--- src/dmv_map.svh ---
`ifndef DMV_MAP_SVH
`define DMV_MAP_SVH
// opcode field layout and reset values
`define DMV_OP_W        4
`define DMV_ADDR_W      7
`define DMV_PTR_W       16
`define DMV_DATA_W      8
`define DMV_BANK_W      5
`define DMV_PAGE_W      7
`define DMV_OFS_W       6
`define DMV_MODE_PREINC 2'h0
`define DMV_MODE_PREDEC 2'h1
`define DMV_MODE_POSTINC 2'h2
`define DMV_MODE_POSTDEC 2'h3
`define DMV_ACC_RST     8'h00
`define DMV_PTR_RST     16'h0000
`define DMV_BANK_RST    5'h00
`define DMV_PAGE_RST    7'h00
`define DMV_OFS_MIN     -32
`define DMV_OFS_MAX     31
// register port offsets
`define DMV_REG_ACC     4'h0
`define DMV_REG_FLAG    4'h1
`define DMV_REG_BANK    4'h2
`define DMV_REG_PAGE    4'h3
`define DMV_REG_PTR0    4'h4
`define DMV_REG_PTR1    4'h5
`endif

--- src/dmv_pkg.sv ---
package dmv_pkg;
  typedef enum logic [2:0] {
    DMV_OP_NONE,
    DMV_OP_COPY_FILE,
    DMV_OP_IND_LOAD,
    DMV_OP_IND_LOAD_REL,
    DMV_OP_LOAD_BANK,
    DMV_OP_LOAD_PAGE,
    DMV_OP_LOAD_ACC,
    DMV_OP_STORE_ACC
  } dmv_op_t;
  typedef enum logic [1:0] {
    DMV_ST_IDLE,
    DMV_ST_READ,
    DMV_ST_DONE
  } dmv_state_t;
endpackage

--- src/dmv_core.sv ---
// Chosen here: the placing of the registers and the strobed register port.
`timescale 1ns/1ns
`include "dmv_map.svh"
// Functional notes
// - copy_file_register reads file f (0..127) and writes it to the accumulator when d=0 or back to f when d=1.
// - copy_file_register updates result_null_flag from the moved value.
// - indirect_load_to_accumulator reads memory at the selected pointer (0 or 1) into the accumulator and updates the flag.
// - pre-modify modes 00/01 step the pointer by one first and use the new value as the address.
// - post-modify modes 10/11 use the current pointer and then step it by one.
// - relative form uses pointer plus a signed offset -32..31 and leaves the pointer alone.
// - the pointer is 16 bits and wraps at 0000h and FFFFh.
// - load_bank_literal loads a 5-bit value into bank_select_register, flags untouched.
// - load_page_literal loads a 7-bit value into program_counter_latch_high, flags untouched.
// - load_literal_to_accumulator loads an 8-bit value into the accumulator, flags untouched.
// - store_accumulator_to_file writes the accumulator to file f (0..127), flags untouched.
module dmv_core
  import dmv_pkg::*;
#(
  parameter int AW = `DMV_ADDR_W,
  parameter int PW = `DMV_PTR_W,
  parameter int DW = `DMV_DATA_W
) (
  input  wire logic               CLK,        // clock, 250 MHz
  input  wire logic               SYS_RST,    // sync reset, active high
  input  wire logic               INSTR_VALID,// one-cycle instruction strobe
  input  wire dmv_pkg::dmv_op_t   INSTR_OP,   // instruction kind
  input  wire logic [AW-1:0]      INSTR_FILE, // file address operand
  input  wire logic               INSTR_DEST, // 0 accumulator, 1 file
  input  wire logic               INSTR_PSEL, // pointer index
  input  wire logic [1:0]         INSTR_MODE, // pre/post modify mode
  input  wire logic [5:0]         INSTR_OFS,  // signed offset
  input  wire logic [7:0]         INSTR_LIT,  // literal operand
  output logic                    BUSY,       // instruction in progress
  output logic                    DONE,       // one-cycle completion pulse
  output logic                    MEM_RD,     // data memory read strobe
  output logic                    MEM_WR,     // data memory write strobe
  output logic [PW-1:0]           MEM_ADDR,   // data memory address
  output logic [DW-1:0]           MEM_WDATA,  // data memory write data
  input  wire logic [DW-1:0]      MEM_RDATA,  // read data, cycle after MEM_RD
  output logic [DW-1:0]           ACC,        // accumulator
  output logic                    NULL_FLAG,  // result_null_flag
  output logic [`DMV_BANK_W-1:0]  BANK_SEL,   // bank_select_register
  output logic [`DMV_PAGE_W-1:0]  PAGE_HI,    // program_counter_latch_high
  output logic [PW-1:0]           PTR0,       // indirect pointer 0
  output logic [PW-1:0]           PTR1        // indirect pointer 1
);
  import dmv_pkg::*;

  dmv_state_t          st_q, st_d;
  dmv_op_t             op_q, op_d;
  logic                dest_q, dest_d;
  logic [AW-1:0]       file_q, file_d;
  logic                rd_q, rd_d;
  logic                wr_q, wr_d;
  logic                done_q, done_d;
  logic [PW-1:0]       addr_q, addr_d;
  logic [DW-1:0]       wdata_q, wdata_d;
  logic [DW-1:0]       acc_q, acc_d;
  logic                flag_q, flag_d;
  logic [`DMV_BANK_W-1:0] bank_q, bank_d;
  logic [`DMV_PAGE_W-1:0] page_q, page_d;
  logic [PW-1:0]       ptr0_q, ptr0_d;
  logic [PW-1:0]       ptr1_q, ptr1_d;
  logic [PW-1:0]       sel_ptr;
  logic [PW-1:0]       eff_addr;
  logic [PW-1:0]       ptr_next;
  logic                rd_zero;
  logic                busy_q, busy_d;

  dmv_ptr_unit #(.PW(PW)) u_ptr (
    .ptr      (sel_ptr),
    .mode     (INSTR_MODE),
    .rel      (INSTR_OP == DMV_OP_IND_LOAD_REL),
    .ofs      (INSTR_OFS),
    .eff_addr (eff_addr),
    .ptr_next (ptr_next)
  );

  dmv_flag_unit #(.DW(DW)) u_flag (
    .value (MEM_RDATA),
    .zero  (rd_zero)
  );

  // file registers live in data memory; bank bits are not applied here
  function automatic logic [PW-1:0] file_addr(input logic [AW-1:0] f);
    file_addr = {{(PW-AW){1'b0}}, f};
  endfunction

  // own assign keeps the pointer unit out of the next-state process loop
  assign sel_ptr = INSTR_PSEL ? ptr1_q : ptr0_q;

  always_comb
  begin
    st_d    = st_q;
    op_d    = op_q;
    dest_d  = dest_q;
    file_d  = file_q;
    rd_d    = 1'b0;
    wr_d    = 1'b0;
    done_d  = 1'b0;
    addr_d  = addr_q;
    wdata_d = wdata_q;
    acc_d   = acc_q;
    flag_d  = flag_q;
    bank_d  = bank_q;
    page_d  = page_q;
    ptr0_d  = ptr0_q;
    ptr1_d  = ptr1_q;
    case (st_q)
      DMV_ST_IDLE:
      begin
        if (INSTR_VALID)
        begin
          op_d   = INSTR_OP;
          dest_d = INSTR_DEST;
          file_d = INSTR_FILE;
          case (INSTR_OP)
            DMV_OP_COPY_FILE:
            begin
              rd_d   = 1'b1;
              addr_d = file_addr(INSTR_FILE);
              st_d   = DMV_ST_READ;
            end
            DMV_OP_IND_LOAD, DMV_OP_IND_LOAD_REL:
            begin
              rd_d   = 1'b1;
              addr_d = eff_addr;
              if (INSTR_PSEL)
                ptr1_d = ptr_next;
              else
                ptr0_d = ptr_next;
              st_d   = DMV_ST_READ;
            end
            DMV_OP_LOAD_BANK:
            begin
              bank_d = INSTR_LIT[`DMV_BANK_W-1:0];
              done_d = 1'b1;
            end
            DMV_OP_LOAD_PAGE:
            begin
              page_d = INSTR_LIT[`DMV_PAGE_W-1:0];
              done_d = 1'b1;
            end
            DMV_OP_LOAD_ACC:
            begin
              acc_d  = INSTR_LIT;
              done_d = 1'b1;
            end
            DMV_OP_STORE_ACC:
            begin
              wr_d    = 1'b1;
              addr_d  = file_addr(INSTR_FILE);
              wdata_d = acc_q;
              done_d  = 1'b1;
            end
            default: done_d = 1'b0;
          endcase
        end
      end
      DMV_ST_READ:
      begin
        // memory answers one cycle after the read strobe
        st_d = DMV_ST_DONE;
      end
      DMV_ST_DONE:
      begin
        flag_d = rd_zero;
        done_d = 1'b1;
        st_d   = DMV_ST_IDLE;
        if (op_q == DMV_OP_COPY_FILE && dest_q)
        begin
          wr_d    = 1'b1;
          addr_d  = file_addr(file_q);
          wdata_d = MEM_RDATA;
        end
        else
        begin
          acc_d = MEM_RDATA;
        end
      end
      default: st_d = DMV_ST_IDLE;
    endcase
    // registered so the busy output comes straight from a flip-flop
    busy_d = (st_d != DMV_ST_IDLE);
  end

  always_ff @(posedge CLK)
  begin
    if (SYS_RST)
    begin
      st_q    <= DMV_ST_IDLE;
      op_q    <= DMV_OP_NONE;
      dest_q  <= 1'b0;
      file_q  <= '0;
      rd_q    <= 1'b0;
      wr_q    <= 1'b0;
      done_q  <= 1'b0;
      addr_q  <= '0;
      wdata_q <= '0;
      acc_q   <= `DMV_ACC_RST;
      flag_q  <= 1'b0;
      bank_q  <= `DMV_BANK_RST;
      page_q  <= `DMV_PAGE_RST;
      ptr0_q  <= `DMV_PTR_RST;
      ptr1_q  <= `DMV_PTR_RST;
      busy_q  <= 1'b0;
    end
    else
    begin
      st_q    <= st_d;
      op_q    <= op_d;
      dest_q  <= dest_d;
      file_q  <= file_d;
      rd_q    <= rd_d;
      wr_q    <= wr_d;
      done_q  <= done_d;
      addr_q  <= addr_d;
      wdata_q <= wdata_d;
      acc_q   <= acc_d;
      flag_q  <= flag_d;
      bank_q  <= bank_d;
      page_q  <= page_d;
      ptr0_q  <= ptr0_d;
      ptr1_q  <= ptr1_d;
      busy_q  <= busy_d;
    end
  end

  assign BUSY      = busy_q;
  assign DONE      = done_q;
  assign MEM_RD    = rd_q;
  assign MEM_WR    = wr_q;
  assign MEM_ADDR  = addr_q;
  assign MEM_WDATA = wdata_q;
  assign ACC       = acc_q;
  assign NULL_FLAG = flag_q;
  assign BANK_SEL  = bank_q;
  assign PAGE_HI   = page_q;
  assign PTR0      = ptr0_q;
  assign PTR1      = ptr1_q;

  // helper: is the instruction taken this cycle a flag-preserving one
  logic keep_flag;
  assign keep_flag = INSTR_VALID && !BUSY &&
    (INSTR_OP == DMV_OP_LOAD_BANK || INSTR_OP == DMV_OP_LOAD_PAGE ||
     INSTR_OP == DMV_OP_LOAD_ACC || INSTR_OP == DMV_OP_STORE_ACC);
endmodule // dmv_core

--- src/dmv_ptr_unit.sv ---
`timescale 1ns/1ns
`include "dmv_map.svh"
// effective address and pointer update for indirect loads
module dmv_ptr_unit
  import dmv_pkg::*;
#(
  parameter int PW = `DMV_PTR_W
) (
  input  wire logic [PW-1:0] ptr,      // current pointer
  input  wire logic [1:0]    mode,     // modify mode
  input  wire logic          rel,      // relative offset form
  input  wire logic [5:0]    ofs,      // signed offset
  output logic      [PW-1:0] eff_addr, // address used
  output logic      [PW-1:0] ptr_next  // pointer after instruction
);
  logic [PW-1:0] inc;
  logic [PW-1:0] dec;
  logic [PW-1:0] sofs;
  always_comb
  begin
    // modulo arithmetic gives the wrap at both ends
    inc  = ptr + {{(PW-1){1'b0}}, 1'b1};
    dec  = ptr - {{(PW-1){1'b0}}, 1'b1};
    sofs = {{(PW-6){ofs[5]}}, ofs};
    eff_addr = ptr;
    ptr_next = ptr;
    if (rel)
    begin
      eff_addr = ptr + sofs;
    end
    else
    begin
      case (mode)
        `DMV_MODE_PREINC:
        begin
          eff_addr = inc;
          ptr_next = inc;
        end
        `DMV_MODE_PREDEC:
        begin
          eff_addr = dec;
          ptr_next = dec;
        end
        `DMV_MODE_POSTINC: ptr_next = inc;
        `DMV_MODE_POSTDEC: ptr_next = dec;
        default: ptr_next = ptr;
      endcase
    end
  end
endmodule // dmv_ptr_unit

--- src/dmv_flag_unit.sv ---
`timescale 1ns/1ns
`include "dmv_map.svh"
// zero detect on a moved byte
module dmv_flag_unit
  import dmv_pkg::*;
#(
  parameter int DW = `DMV_DATA_W
) (
  input  wire logic [DW-1:0] value, // moved value
  output logic               zero   // high when value is zero
);
  always_comb
  begin
    zero = (value == '0);
  end
endmodule // dmv_flag_unit

--- config.mk ---
export PLATFORM = sky130hd
export DESIGN_NAME = dmv_core
export DESIGN_NICKNAME = d
export VERILOG_FILES = /design/src/dmv_pkg.sv /design/src/dmv_core.sv /design/src/dmv_ptr_unit.sv /design/src/dmv_flag_unit.sv
export VERILOG_INCLUDE_DIRS = /design/src
export SDC_FILE = /design/constraint.sdc
export NUM_CORES = 1
export LEC_CHECK = 0
export ABC_CLOCK_PERIOD_IN_PS = 4200
export BUFFER_PORTS_ARGS = -buffer_cell sky130_fd_sc_hd__buf_2
export CAP_MARGIN = 20
export CORE_MARGIN = 1
export CORE_UTILIZATION = 55
export CTS_CLUSTER_DIAMETER = 30
export DETAILED_ROUTE_END_ITERATION = 10
export PLACE_DENSITY = 0.8
export SLEW_MARGIN = 30
export SYNTH_ARGS = -nofsm -noshare
export SYNTH_HDL_FRONTEND = slang
export SYNTH_HIERARCHICAL = 1
export SYNTH_SLANG_ARGS = --single-unit
--- constraint.sdc ---
create_clock -name CLK -period 4.2 [get_ports CLK]
set_input_delay 0.42 -clock CLK [delete_from_list [all_inputs] [get_ports CLK]]
set_output_delay 0.42 -clock CLK [all_outputs]
set_load 0.02 [all_outputs]
==> results of run 1 <==
==> power by group <==
part / switching [µW] / total (µW) / internal [µW] / leakage (µW)
clock: 341 / 621 / 280 / 0.0000973
combinational: 242 / 386 / 144 / 0.00190
sequential: 19.1 / 941 / 922 / 0.000763
==> per-layer routing <==
layer  wire length (µm)  vias up
met5                  0        -
met4                415        0
met3                864       34
met2               7330      190
met1               6430     2544
li1                   -     2629
==> through the flow <==
| step | hold slack, ns | util, % | setup WS, ns | power (µW) |
|---|---|---|---|---|
| final | 0.293 | 64.8 | 1.12 | 1950 |
| after global routing | 0.289 | 64.8 | 0.857 | 2040 |
| after CTS | 0.277 | 64.7 | 1.12 | 1950 |
| after detailed placement | 0.442 | 62.7 | 0.734 | 1340 |
| after global placement | 0.437 | 62.7 | 0.792 | 1330 |
| after floorplan | 0.432 | - | 0.911 | 1240 |
==> cell families after synthesis <==
logic type	after synthesis	share of synthesized area [%]
simple gates	278	23.4
fa+ha+maj	18	4.13
buf+inv	67	5.37
flops	94	33.4
xor+xnor	42	6.53
mux	57	10.5
compound gates	154	16.7
==> sequential cells by signal, summed over array words and instances (netlist names), 2 cells and up <==
name,count
MEM_ADDR,16
BANK_SEL,5
MEM_WDATA,8
PTR1,16
st_q,2
PTR0,16
PAGE_HI,7
op_q,3
ACC,8
file_q,7
==> worst register-to-register path: stages (launching register included) <==
cell and delay, ns:
dfxtp_1 0.38, mux2_2 0.29, ha_1 0.23, inv_1 0.07
fa_1 0.41, nor2b_1 0.17, o2111ai_1 0.17, a211oi_1 0.25
o21ai_0 0.12, and4_1 0.22, or3_1 0.34, nand4_1 0.07
a21oi_1 0.08
==> cell usage after synthesis (all sizes together) (4+ instances only) <==
library cell and count:
clkbuf 35, a211oi 21, nand2 121, a21oi 85
nand2b 4, buf 19, a211o 8, mux2 16
nor3 13, nand4 13, nor2 80, inv 13
mux2i 41, a31oi 9, o21ai 10, ha 17
nand3 7, dfxtp 94, a21o 4, xnor2 22
nor3b 4, xor2 20
==> layout make-up <==
| class | count | area, µm² | share of cell area [%] |
|---|---|---|---|
| Multi-Input combinational cell | 549 | 3470 | 54.2 |
| Tap cell | 133 | 166 | 2.60 |
| Clock buffer | 10 | 128 | 2.00 |
| Clock inverter | 6 | 68.8 | 1.08 |
| Timing Repair Buffer | 124 | 633 | 9.90 |
| Sequential cell | 94 | 1880 | 29.4 |
| Inverter | 13 | 48.8 | 0.763 |
==> how the worst min path moves through the flow <==
| stage | endpoint | slack, ns | depth (start not counted) |
|---|---|---|---|
| after global routing | file_q[0] | 0.29 | 3 |
| after floorplan | op_q[1] | 0.43 | 2 |
| after global placement | MEM_ADDR[11] | 0.44 | 2 |
| after CTS | file_q[3] | 0.28 | 3 |
| after detailed placement | MEM_ADDR[11] | 0.44 | 2 |
| final | dest_q | 0.29 | 3 |
==> reports/metrics.csv, run 1 <==
metric;value;unit
drtIter0Drc;235;
placed_area;6180;µm²
syn_nets;767;
rr_startpoint;PTR0[0];
cp-start-kind;primary input;
drcViolationCount;0;
rrSetupSlack;1.27;ns
arrival;3.31;ns
crit_start;INSTR_PSEL;
grt_max_degree;54;
hold_buffers;0;
fin_setup_tns;0;ns
final_cell_mix;nand2_1 (120), buf_2 (119), dfxtp_1 (94);
crit_chain;buf_2 > mux2_2 > inv_1 > ha_1 > or4b_1 > nor4b_2 > o21bai_1 > xor2_1 > nor2_1 > or3_1 > nand4_1 > a21oi_1;
slowest_delay;0.51;ns
n_fill_cell;863;
core;9860;µm²
hold_viol_final;0;
cp-end-kind;flop;
grt_usage;29.5;%
async_flop_share;0;%
fp.dieW;103;µm
fmax;0.325;GHz
seq_area_frac_synth;33.4;%
hold_class;primary input to flop;
wirelength;15.0;mm
io_buffers;119;
globalplace.congestion;0.972;
finClkSkew;0.0117;ns
cp.depth;12;
grt_pass1_vias;5142;
ys_ff_latch;94;
drtAntennaViolNets;0;
syn_area_per_cell;7.94;µm²
drive_gt1_share;21.7;%
vias_per_cell;5.81;
cap_violations;0;
path_clk_slew;0.10;ns
cp-endpoint;MEM_ADDR[12];
clock_sinks;94;
root_buffer;clkbuf_8;
cts_tree;built;
place_inst;913;
die_area;10700;µm²
fin_crit_sh;73.3;%
postLayoutCellArea;6390;µm²
area_growth;13.4;%
r2r_end;MEM_ADDR[12];
critPathRequiredTime;4.44;ns
busiest_layer;met2;
yosys_most_used_dff;dfxtp_1;
cts_resized;0;
via_count;5397;
max_slew.worst_pin.slew;0.919;ns
crit_fanout;20;
rsz0062_at_grt;no;
layout_commonest_cell;nand2_1;
antenna_found_initial;0;
yosysTopAreaCell;dfxtp_1;
drv_slew;0;
status;complete, no violations;
grt_pass1_wl;24.4;mm
slowest_stage;or4b_1;
period_minus_slack;3.08;ns
syn_area;5640;µm²
dpl.hpwl;11.2;mm
ir_drop;0.207;mV
r2r_cells;12;
cp_num_buf_inv;2;
gr-total-overflow;0;
dr.pass1.iters;5;
ys_top_cells_by_area;dfxtp_1 (33%), nand2_1 (8.0%), a21oi_1 (7.4%), mux2i_1 (7.3%), nor2_1 (5.2%);
postSynthCellCount;710;
synth_edf_count;0;
synth_top_area_share;33.4;%
clock_path_buffers;2;
layout.nets;848;
use_met2;50.1;%
initial_utilization;57.1;%
crit_type;primary input to flop;
ys_types;65;
p_leak;0.00276;µW
clk-insertion-delay-late;0.37;ns
avgRoutedWirePerCell;16.2;µm
synth_warnings;6;
antenna_cells;0;
die_h;103;µm
pin_count;120;
instances_no_fill;929;
powerDensity;305;nW/µm²
met1_usage;36.3;%
cts_max_level;3;
holdCritStartpoint;INSTR_DEST;
cpLargestDelayFamily;simple AND/OR/NAND/NOR gates;
rows;36;
cts_setup_buffers;0;
maxSlewHeadroom;38.7;%
use_met3;5.85;%
setup_viol;0;
cts_buffers;9;
Power figures use the tool's default switching activity.
==> run 2, diff against run 1 <==
Settings changed: ABC_CLOCK_PERIOD_IN_PS 4200 to 2800, CORE_UTILIZATION 55 to 50, PLACE_DENSITY 0.8 to 0.77.
Clock period 4.2 ns to 2.8 ns, I/O delays scaled along.
==> reports/metrics.csv, run 2 (synthesis results as in run 1) <==
metric;value;unit
drtIter0Drc;365;
drive_gt1_share;26.9;%
rows;38;
max_slew.worst_pin.slew;0.898;ns
finClkSkew;0.0104;ns
instances_no_fill;980;
cts_buffers;9;
grt_pass1_vias;5331;
placed_area;6570;µm²
gr-total-overflow;0;
critPathRequiredTime;3.05;ns
core;10900;µm²
ir_drop;0.373;mV
place_inst;965;
power_frac_seq;45.7;%
postLayoutCellArea;6840;µm²
initial_utilization;51.8;%
pin_count;120;
rrSetupSlack;0.08;ns
r2r_end;MEM_ADDR[12];
final_cell_mix;nand2_1 (120), buf_2 (119), dfxtp_1 (93);
path_clk_slew;0.10;ns
hold_class;primary input to flop;
layout_commonest_cell;nand2_1;
antenna_found_initial;0;
arrival;2.98;ns
cap_violations;0;
grt_max_degree;63;
dr.pass1.iters;6;
rsz0062_at_grt;yes;
finalCoreUtilization;62.8;%
crit_fanout;4;
powerDensity;452;nW/µm²
cts_max_level;3;
clock_path_buffers;2;
via_count;5481;
area_growth;21.4;%
crit_chain;mux2_4 > ha_1 > inv_1 > fa_1 > nor2b_2 > o2111ai_2 > a211oi_2 > o21ai_0 > and4_1 > or3_1 > nand4_1 > a21oi_1;
layout.nets;893;
rr_startpoint;PTR0[0];
p_int;2160;µW
vias_per_cell;5.59;
p_leak;0.00303;µW
crit_start;PTR0[0];
cp-end-kind;flop;
dpl.hpwl;11.8;mm
maxSlewHeadroom;40.1;%
grt_usage;27.5;%
holdCritStartpoint;INSTR_DEST;
status;complete, no violations;
fin_crit_sh;97.3;%
grt_pass1_wl;25.3;mm
clk-insertion-delay-late;0.38;ns
drv_slew;0;
drcViolationCount;0;
slowest_delay;0.40;ns
cts_setup_buffers;0;
clkPwrFrac;33.8;%
die_h;108;µm
fp.dieW;108;µm
globalplace.congestion;0.909;
pwr-share-comb;20.5;%
drtAntennaViolNets;0;
antenna_cells;0;
root_buffer;clkbuf_8;
setup_viol;0;
period_minus_slack;2.72;ns
avgRoutedWirePerCell;16.0;µm
fmax;0.367;GHz
slowest_stage;fa_1;
die_area;11700;µm²
cp-endpoint;MEM_ADDR[12];
cts_tree;built;
hold_viol_final;0;
power.switching;935;µW
switching_share;30.2;%
io_buffers;119;
clock_sinks;94;
crit_type;flop to flop;
r2r_cells;12;
cp-start-kind;flop;
wirelength;15.7;mm
[run 2: worst min-delay path by stage]
stage / to / slack (ns) / cells past startpoint
finish: dest_q / 0.13 / 3
global route: dest_q / 0.13 / 3
CTS: dest_q / 0.12 / 3
detailed placement: MEM_ADDR[1] / 0.44 / 2
global placement: MEM_ADDR[11] / 0.44 / 2
floorplan: st_q[1] / 0.36 / 1
[run 2: power groups by stage]
stage                     Sequential (µW)  Combinational, µW  Clock (µW)
after floorplan                      1480                384           0
after global placement               1440                612           0
after detailed placement             1440                624           0
after global routing                 1420                692        1120
after CTS                            1410                627        1060
final                                1410                635        1050
[run 2: layer usage]
layer / wire, µm / track usage, %
met5: 0 / 0
met2: 7720 / 47.7
met1: 6630 / 31.8
met3: 774 / 5.12
met4: 587 / 15.3
[run 2: final cells by class]
cell class	instances	area, µm²
clock buffer	9	124
clock inverter	6	105
fill	930	4050
inverter	13	48.8
multi-input combinational	549	3510
sequential	94	1880
tap	140	175
timing repair buffer	169	996
[run 2: what timing repair did]
action | in CTS | in global routing
endpoints found under the setup margin | 1 | 4
cloned | 0 | 0
pin swaps | 1 | 0
gates resized for setup | 0 | 8
hold buffers | 0 | 0
[run 2: stage by stage]
step / power (µW) / setup WS (ns) / setup TNS, ns / hold slack (ns)
6_report: 3090 / 0.0761 / 0 / 0.126
5_1_grt: 3220 / -0.0930 / -0.0930 / 0.132
4_1_cts: 3100 / 0.0138 / 0 / 0.115
3_5_place_dp: 2070 / -0.0992 / -0.176 / 0.441
3_3_place_gp: 2050 / -0.0433 / -0.0477 / 0.440
2_1_floorplan: 1870 / 0.0128 / 0 / 0.363
[run 2: worst max-delay path, delay by kind of cell (launching register included)]
kind	cells	cell delay, ns
AO/OA/AOI/OAI	4	0.60
adder cells (fa/ha/maj)	2	0.57
multiplexers	1	0.18
AND/OR/NAND/NOR	4	0.82
flip-flops	1	0.36
buffers and inverters	1	0.05
